## src/include/otgc_pkg.sv

```systemverilog
// Package with register map, reset values and field layouts of the line control and edge enable bank.
package otgc_pkg;

  localparam int         ADDR_W          = 6;
  localparam logic [5:0] OTG_CTRL_WR     = 6'h0A;
  localparam logic [5:0] OTG_CTRL_SET    = 6'h0B;
  localparam logic [5:0] OTG_CTRL_CLR    = 6'h0C;
  localparam logic [5:0] RISE_EN_WR      = 6'h0D;
  localparam logic [5:0] RISE_EN_SET     = 6'h0E;
  localparam logic [5:0] RISE_EN_CLR     = 6'h0F;
  localparam logic [5:0] FALL_EN_WR      = 6'h10;
  localparam logic [5:0] FALL_EN_SET     = 6'h11;
  localparam logic [5:0] FALL_EN_CLR     = 6'h12;
  localparam logic [5:0] IRQ_STATUS_ADDR = 6'h13;
  localparam logic [5:0] IRQ_LATCH_ADDR  = 6'h14;

  localparam logic [7:0] OTG_CTRL_RST    = 8'h06;
  localparam logic [7:0] EDGE_EN_RST     = 8'h1F;
  localparam logic [7:0] EDGE_EN_MASK    = 8'h1F;

  localparam int         NUM_SRC         = 5;
  localparam int         SRC_HOST_DISC   = 0;
  localparam int         SRC_BUS_VALID   = 1;
  localparam int         SRC_SESS_VALID  = 2;
  localparam int         SRC_SESS_END    = 3;
  localparam int         SRC_ID_GND      = 4;

  // Register access operation decoded from the address.
  typedef enum logic [1:0] {
    OTGC_OP_WRITE,
    OTGC_OP_SET,
    OTGC_OP_CLEAR
  } otgc_op_t;

  // Line control outputs towards the analog front end.
  typedef struct packed {
    logic id_pin_pullup_enable;
    logic plus_line_pulldown_enable;
    logic minus_line_pulldown_enable;
    logic bus_power_discharge_enable;
    logic bus_power_charge_enable;
    logic bus_power_drive_req;
  } otgc_line_t;

  // Comparator sources as seen by the edge logic.
  typedef struct packed {
    logic id_grounded;
    logic session_end;
    logic session_valid;
    logic bus_valid;
    logic host_disconnect;
  } otgc_src_t;

endpackage

```

## src/rtl/otgc_bank.sv

```systemverilog
// Line control and edge-selective interrupt enable register bank on the link register port.
`timescale 1ns/100ps
module otgc_bank (
  input  wire logic                   mclk,          // System clock, 20 MHz.
  input  wire logic                   sys_rst,       // Synchronous reset, active high.
  input  wire logic                   link_clk,      // Link clock pin, sampled here.
  input  wire logic                   reg_wr,        // Register write strobe, link domain, held over a link edge.
  input  wire logic                   reg_rd,        // Register read strobe, link domain, held over a link edge.
  input  wire logic [5:0]             reg_addr,      // Register address.
  input  wire logic [7:0]             reg_wdata,     // Write data.
  output logic      [7:0]             reg_rdata,     // Read data, registered.
  input  wire otgc_pkg::otgc_src_t    comp_in,       // Raw comparator levels.
  input  wire logic                   host_mode,     // High while acting as host.
  output otgc_pkg::otgc_line_t        line_ctl,      // Line control outputs.
  output logic                        bus_valid_out, // Selected bus power valid level.
  output logic                        irq_event      // One-cycle interrupt notification.
);
  import otgc_pkg::*;

  logic [7:0] otg_line_control;
  logic [7:0] irq_rise_enable;
  logic [7:0] irq_fall_enable;
  logic [7:0] irq_latch;
  logic [2:0] clk_sync;
  logic [5:0] acc_addr_meta;
  logic [5:0] acc_addr;
  logic [7:0] wr_byte_meta;
  logic [7:0] wr_byte;
  logic [1:0] wr_sync;
  logic [1:0] rd_sync;
  logic [NUM_SRC-1:0] src_meta;
  logic [NUM_SRC-1:0] src_sync;
  logic [NUM_SRC-1:0] src_prev;
  logic [NUM_SRC-1:0] src_live;
  logic [NUM_SRC-1:0] rise_hit;
  logic [NUM_SRC-1:0] fall_hit;
  logic [NUM_SRC-1:0] ev_hit;
  logic               link_rise;
  logic               wr_go;
  logic               rd_go;
  logic               ext_valid_indicator_in;

  // The external indicator is tied high inside this device.
  assign ext_valid_indicator_in = 1'b1;

  // Pin inputs pass two flip-flops; the third stage of the clock only feeds edge detection.
  always_ff @(posedge mclk) begin
    if (sys_rst) begin
      clk_sync <= 3'h0;
      wr_sync  <= 2'h0;
      rd_sync  <= 2'h0;
      src_meta <= '0;
      src_sync <= '0;
      src_prev <= '0;
    end else begin
      clk_sync <= {clk_sync[1:0], link_clk};
      wr_sync  <= {wr_sync[0], reg_wr};
      rd_sync  <= {rd_sync[0], reg_rd};
      src_meta <= comp_in;
      src_sync <= src_meta;
      src_prev <= src_live;
    end
  end

  // Address and data cross through two flip-flops in step with the strobes, so both are settled at the take.
  // They hold still for the whole strobe, which is what makes a plain double flop safe for a multi-bit word.
  always_ff @(posedge mclk) begin
    if (sys_rst) begin
      acc_addr_meta <= 6'h00;
      acc_addr      <= 6'h00;
      wr_byte_meta  <= 8'h00;
      wr_byte       <= 8'h00;
    end else begin
      acc_addr_meta <= reg_addr;
      acc_addr      <= acc_addr_meta;
      wr_byte_meta  <= reg_wdata;
      wr_byte       <= wr_byte_meta;
    end
  end

  // Strobes are acted upon once per link clock rising edge.
  assign link_rise = clk_sync[1] & ~clk_sync[2];
  assign wr_go     = link_rise & wr_sync[1];
  assign rd_go     = link_rise & rd_sync[1];

  // Bus-valid follows the external indicator when selected; host-disconnect only counts in host mode.
  always_comb begin
    src_live = src_sync;
    src_live[SRC_BUS_VALID] = otg_line_control[7] ? ext_valid_indicator_in : src_sync[SRC_BUS_VALID];
    src_live[SRC_HOST_DISC] = host_mode & src_sync[SRC_HOST_DISC];
  end

  // Write, set and clear share one helper so all three registers behave alike.
  function automatic logic [7:0] apply_op(input logic [7:0] cur, input logic [7:0] d, input otgc_op_t op);
    case (op)
      OTGC_OP_WRITE: apply_op = d;
      OTGC_OP_SET:   apply_op = cur | d;
      OTGC_OP_CLEAR: apply_op = cur & ~d;
      default:       apply_op = cur;
    endcase
  endfunction

  // Line control register; every bit is plain read, write, set and clear.
  // The output pins follow it directly, so a write shows on them at the same edge that takes it.
  always_ff @(posedge mclk) begin
    if (sys_rst) begin
      otg_line_control <= OTG_CTRL_RST;
    end else if (wr_go) begin
      case (acc_addr)
        OTG_CTRL_WR:  otg_line_control <= apply_op(otg_line_control, wr_byte, OTGC_OP_WRITE);
        OTG_CTRL_SET: otg_line_control <= apply_op(otg_line_control, wr_byte, OTGC_OP_SET);
        OTG_CTRL_CLR: otg_line_control <= apply_op(otg_line_control, wr_byte, OTGC_OP_CLEAR);
        default:      otg_line_control <= otg_line_control;
      endcase
    end
  end

  // Edge enable registers; the upper three bits are masked off so they never hold a one.
  always_ff @(posedge mclk) begin
    if (sys_rst) begin
      irq_rise_enable <= EDGE_EN_RST;
      irq_fall_enable <= EDGE_EN_RST;
    end else if (wr_go) begin
      case (acc_addr)
        RISE_EN_WR:  irq_rise_enable <= apply_op(irq_rise_enable, wr_byte, OTGC_OP_WRITE) & EDGE_EN_MASK;
        RISE_EN_SET: irq_rise_enable <= apply_op(irq_rise_enable, wr_byte, OTGC_OP_SET) & EDGE_EN_MASK;
        RISE_EN_CLR: irq_rise_enable <= apply_op(irq_rise_enable, wr_byte, OTGC_OP_CLEAR) & EDGE_EN_MASK;
        FALL_EN_WR:  irq_fall_enable <= apply_op(irq_fall_enable, wr_byte, OTGC_OP_WRITE) & EDGE_EN_MASK;
        FALL_EN_SET: irq_fall_enable <= apply_op(irq_fall_enable, wr_byte, OTGC_OP_SET) & EDGE_EN_MASK;
        FALL_EN_CLR: irq_fall_enable <= apply_op(irq_fall_enable, wr_byte, OTGC_OP_CLEAR) & EDGE_EN_MASK;
        default: begin
          irq_rise_enable <= irq_rise_enable;
          irq_fall_enable <= irq_fall_enable;
        end
      endcase
    end
  end

  // Per-source edge qualification against the enables.
  // An edge is the live level against last cycle's, so a source select or mode change counts too.
  genvar g;
  generate
    for (g = 0; g < NUM_SRC; g++) begin : g_edge
      assign rise_hit[g] = src_live[g] & ~src_prev[g] & irq_rise_enable[g];
      assign fall_hit[g] = ~src_live[g] & src_prev[g] & irq_fall_enable[g];
      assign ev_hit[g]   = rise_hit[g] | fall_hit[g];
    end
  endgenerate

  // Latch: a new event in the read cycle survives, so set wins over the read clear.
  // Only the five source bits can ever be set; the upper three always read as zero.
  always_ff @(posedge mclk) begin
    if (sys_rst) begin
      irq_latch <= 8'h00;
    end else if (rd_go && acc_addr == IRQ_LATCH_ADDR) begin
      irq_latch <= {3'h0, ev_hit};
    end else begin
      irq_latch <= irq_latch | {3'h0, ev_hit};
    end
  end

  // Notification pulse to the link for enabled events only.
  // It is registered from the same hits, so it rises in the same cycle as the latch update and cannot glitch.
  always_ff @(posedge mclk) begin
    if (sys_rst) begin
      irq_event <= 1'b0;
    end else begin
      irq_event <= |ev_hit;
    end
  end

  // Read data is captured at the link edge that takes the read.
  always_ff @(posedge mclk) begin
    if (sys_rst) begin
      reg_rdata <= 8'h00;
    end else if (rd_go) begin
      case (acc_addr)
        OTG_CTRL_WR, OTG_CTRL_SET, OTG_CTRL_CLR: reg_rdata <= otg_line_control;
        RISE_EN_WR, RISE_EN_SET, RISE_EN_CLR:    reg_rdata <= irq_rise_enable;
        FALL_EN_WR, FALL_EN_SET, FALL_EN_CLR:    reg_rdata <= irq_fall_enable;
        // The status byte shows the live levels at the moment of the take, with bus-valid read as zero while both its edge enables are set.
        IRQ_STATUS_ADDR: begin
          reg_rdata <= {3'h0, src_live};
          if (irq_rise_enable[SRC_BUS_VALID] && irq_fall_enable[SRC_BUS_VALID]) begin
            reg_rdata[SRC_BUS_VALID] <= 1'b0;
          end
        end
        IRQ_LATCH_ADDR:  reg_rdata <= irq_latch;
        default:         reg_rdata <= 8'h00;
      endcase
    end
  end

  // Line control outputs are plain register bits, except the drive request, which is bit 5 or bit 6.
  always_comb begin
    line_ctl.id_pin_pullup_enable       = otg_line_control[0];
    line_ctl.plus_line_pulldown_enable  = otg_line_control[1];
    line_ctl.minus_line_pulldown_enable = otg_line_control[2];
    line_ctl.bus_power_discharge_enable = otg_line_control[3];
    line_ctl.bus_power_charge_enable    = otg_line_control[4];
    line_ctl.bus_power_drive_req        = otg_line_control[5] | otg_line_control[6];
  end

  // The selected valid level leaves the block straight from the source mux.
  assign bus_valid_out = src_live[SRC_BUS_VALID];

endmodule // otgc_bank
```

## config.mk

```make
export PLATFORM = sky130hd
export DESIGN_NAME = otgc_bank
export DESIGN_NICKNAME = d
export VERILOG_FILES = /design/src/include/otgc_pkg.sv /design/src/rtl/otgc_bank.sv
export SDC_FILE = /design/constraint.sdc
export NUM_CORES = 1
export LEC_CHECK = 0
export BUFFER_PORTS_ARGS = -buffer_cell sky130_fd_sc_hd__buf_2
export CAP_MARGIN = 0
export CORE_ASPECT_RATIO = 0.6
export CORE_UTILIZATION = 25
export DETAILED_ROUTE_END_ITERATION = 10
export PLACE_DENSITY = 0.51
export SYNTH_ARGS = -nofsm -noshare
export SYNTH_HDL_FRONTEND = slang
export SYNTH_SLANG_ARGS = --single-unit
```

## constraint.sdc

```tcl
create_clock -name mclk -period 4.5 [get_ports mclk]
set_input_delay 1.35 -clock mclk [delete_from_list [all_inputs] [get_ports mclk]]
set_output_delay 1.35 -clock mclk [all_outputs]
set_load 0.005 [all_outputs]
```

# Word level (Yosys, flattened, before mapping)
# Index checks and enable logic that the tools add are counted.
# Widths: inputs -> output; s select.
# word_totals
register_bits	91
inputBits	25
out_inout_bits	16
word_cells	97
# classes
n_eq_ne	11
muxes	7
bitwise	49
reduce_logical	13
# ops
operator	n
$pmux 8 s3	3
$pmux 8 s5	1
$eq 6x4->1 const B	6
$eq 6x5->1 const B	5
$and 1x1->1	24
$not 1->1	11
$and 5x5->5	2
$or 5x5->5	2
$reduce_bool 3->1	3
$reduce_or 3->1	3
$and 8x8->8	1
$not 8->8	1
$or 8x5->8	1
$or 8x8->8	1
$or 1x1->1	6
$reduce_and 2->1	3
$mux 5	1
$reduce_or 5->1	1
$logic_and 1x1->1	2
$mux 1	2
$reduce_or 2->1	1

# Logic depth before layout (Yosys ltp)
# logic_depth
ltp_word	7
ltp_mapped	5
ltp_nobuf	4

# Least setup slack after synthesis
# No wires, ideal clock.
# synth_timing
path_kind	input-to-reg
from	input port sys_rst
to	register irq_latch[2]
setup_ns	0.128
arrival_time_ns	2.167
required_ns	4.372
path_slack_ns	2.205
stages	4
path_buffers	3
path_cell_list	clkbuf_1 clkbuf_1 buf_1 nor2_1
# synth_lines
item	line	source
start: declaration	otgc_bank.sv:5	input wire logic sys_rst,
end signal: assignment	otgc_bank.sv:156	irq_latch <= {3'h0, ev_hit};
end signal: assignment	otgc_bank.sv:158	irq_latch <= irq_latch | {3'h0, ev_hit};
end: declaration	otgc_bank.sv:23	logic [7:0] irq_latch;
# No word-level cell between the ends.

# Worst setup path in the final report
# layout_timing
from	register otg_line_control[7]
to	output port bus_valid_out
# layout_between
elab_chain_len	1
# layout_rtl
item	line	source
start: declaration	otgc_bank.sv:20	logic [7:0] otg_line_control;
start signal: assignment	otgc_bank.sv:110	OTG_CTRL_WR: otg_line_control <= apply_op(otg_line_control, wr_byte, OTGC_OP_WRITE);
start signal: assignment	otgc_bank.sv:111	OTG_CTRL_SET: otg_line_control <= apply_op(otg_line_control, wr_byte, OTGC_OP_SET);
start signal: assignment	otgc_bank.sv:112	OTG_CTRL_CLR: otg_line_control <= apply_op(otg_line_control, wr_byte, OTGC_OP_CLEAR);
$mux 1	otgc_bank.sv:89	src_live[SRC_BUS_VALID] = otg_line_control[7] ? ext_valid_indicator_in : src_sync[SRC_BUS_VALID];
end: declaration	otgc_bank.sv:15	output logic bus_valid_out,
# No other way between the ends.

==> out/results.ini <==
[hold_path]
holdPathStages=1
hold_path_class=reg -> reg

[die]
die_w_um=143
core-area_mm2=0.0114
start_util_pct=26.0
core.rowCount=30
io_pins=41
die_y_um=86.5
dieArea_mm2=0.0123

[pwr]
p_per_area_mw_per_mm2=452
vdd_ir_drop_max_v=0.000186
p_total_mw=1.64
p_leak_nw=1.32

[cts]
cts.sinks=82
clk_path_buf_depth=2
clk_pin_slew_ns=0.06
cts_tree=yes
cts_resized=0
htree_levels=3
postCtsHoldBufs=0
post_cts_buffers=0
cts_buffers=9
cts-root-buf=clkbuf_16
clock_latency_ns=0.34

[sta]
rsz0062_at_grt=no
period_share_pct=56.6
min_period_ns=2.55
timing.fmax_mhz=392
clock_skew_ns=0.00745
fin_tns_setup_ns=0
worst_pin_slew_ns=1.05
maxSlewViolCount=0
timing_hold_violations_final=0
slew_headroom_pct=29.2
setup_violations=0

[detailed_routing]
viasPerCell=4.47
vias=2277
drt_iter0_drc=198
wire_per_inst_um=13.4
drc=0
finalWirelength_um=6830
postRouteAntennaNets=0
dr.pass1.iters=4

[synth]
synth_top_area_share_pct=55.2
synth.top_cells.by_area=dfxtp_1, nor2b_1, nand2_1
avgSynthCellArea_um2=9.65
ys.warnings.count=0
ys_seq_area_share_pct=55.2
netlist_instances=308
synth.largest_area_cell=dfxtp_1
synthFlopType=dfxtp_1
synthDistinctLibCells=38
syn_area_mm2=0.00297
synth-seq-cells=82
synth_edf_count=0
synth_nets=333
synthArstFlopShare_pct=0

[place]
place_inst=493
io_buffers=40
gp_congestion=0.786
hpwl_um=5020

[worst_setup_path]
cpLargestDelayFamily=flip-flops
slowest_delay_ns=0.35
crit_cells=3
path_max_fanout=5
path_cells=nor2_1 > inv_1 > buf_2
criticalPathCategory=reg -> out
worstSetupEndpointType=output port
crit_arrival_ns=1.20
critPathSlowestCell=dfxtp_1
required_ns=3.15
r2r_cells=3
worst-path-buf-inv=2
start_kind=register

[finish]
fin_nets=369
diodes=0
drive_gt1_share_pct=18.3
fillers=1170
areaGrowthSynthToFinish_pct=22.3
finalNonFillerCells=509

[global_route]
grt_usage_pct=12.2
overflow=0
antenna_found_initial=0
grt_max_degree=52
grt_pass1_wl_um=11100
grt_pass1_vias=2161

[flow_run]
drv_cap=0

[status]
status=completed

[logic make-up after synthesis]
group | synth area share [%]
AO/OA/AOI/OAI | 14.6
AND/OR/NAND/NOR | 25.3
multiplexers | 1.47
flip-flops | 55.2
buffers and inverters | 3.33
[routing by layer]
metal | global-route usage [%] | vias to the layer above | routed length [µm]
met2 | 17.3 | 65 | 2790
met3 | 4.36 | 7 | 511
li1 | - | 1143 | -
met4 | 5.47 | 0 | 53
met5 | 0 | - | 0
met1 | 16.4 | 1062 | 3480
[registers in the layout (all words and copies together), names as in the netlist, 2 cells and up]
register	cells
acc_addr	6
irq_rise_enable	5
wr_sync	2
src_meta	5
rd_sync	2
src_prev	5
irq_fall_enable	5
src_sync	5
acc_addr_meta	6
clk_sync	3
otg_line_control	8
reg_rdata	8
irq_latch	5
wr_byte	8
wr_byte_meta	8
[report_power, final]
group,total [mW],leakage (nW),internal (mW),switching [mW]
Combinational,0.0587,0.483,0.0276,0.0311
Clock,0.822,0.160,0.541,0.281
Sequential,0.763,0.672,0.750,0.0130
Total,1.64,1.32,1.32,0.325
[worst paths after layout]
kind                       startpoint                  to  slack (ns)
setup / recovery  otg_line_control[7]       bus_valid_out        1.95
hold / removal        wr_byte_meta[3]          wr_byte[3]        0.43
setup reg to reg          acc_addr[4]  irq_fall_enable[2]        2.47
hold reg to reg       wr_byte_meta[3]          wr_byte[3]        0.43
[layout make-up]
| cell class | count | area [µm²] | share of cell area [%] |
|---|---|---|---|
| Sequential cell | 82 | 1640 | 45.1 |
| Multi-Input combinational cell | 205 | 1230 | 33.9 |
| Clock buffer | 11 | 233 | 6.40 |
| Timing Repair Buffer | 41 | 208 | 5.71 |
| Tap cell | 160 | 200 | 5.51 |
| Clock inverter | 5 | 103 | 2.82 |
| Inverter | 5 | 18.8 | 0.516 |
[cell usage after synthesis, types with 3 or more instances]
| cell type | instances |
|---|---|
| a21oi_1 | 15 |
| a221o_1 | 7 |
| a22oi_1 | 8 |
| a31oi_1 | 9 |
| a32oi_1 | 5 |
| buf_4 | 5 |
| clkbuf_1 | 8 |
| dfxtp_1 | 82 |
| inv_1 | 5 |
| mux2_2 | 3 |
| nand2_1 | 39 |
| nand3_1 | 4 |
| nand3b_1 | 11 |
| nor2_1 | 13 |
| nor2b_1 | 48 |
| nor3_1 | 5 |
| o21ai_0 | 14 |
[through the flow]
step	utilization [%]	setup WS [ns]	hold WS [ns]	cell area [µm²]
2_1_floorplan	-	2.20	0.414	2970
3_3_place_gp	28.8	1.84	0.420	3300
3_5_place_dp	28.8	1.82	0.425	3300
4_1_cts	31.8	1.95	0.437	3640
5_1_grt	31.8	1.86	0.446	3640
6_report	31.8	1.95	0.428	3640
[worst reg2reg max path: stages, from the launching register on]
cell and delay (ns):
dfxtp_1 0.35, or3b_2 0.51, nor4_1 0.82, a221o_1 0.29
[cell usage in the layout, fill, tap and decap left out, types with 2 or more instances in the layout]
cell and count:
a21o_1 2, a21oi_1 15, a221o_1 7, a22oi_1 8
a31oi_1 9, a32oi_1 5, buf_2 40, bufinv_16 3
clkbuf_1 2, clkbuf_16 9, dfxtp_1 82, inv_1 5
mux2_2 3, nand2_1 39, nand3_1 4, nand3b_1 11
nor2_1 13, nor2b_1 48, nor3_1 5, nor3b_1 2
nor4_2 2, o21ai_0 14, or3_1 2, or3b_2 2
Note: power is estimated with default switching activity, not from simulation.
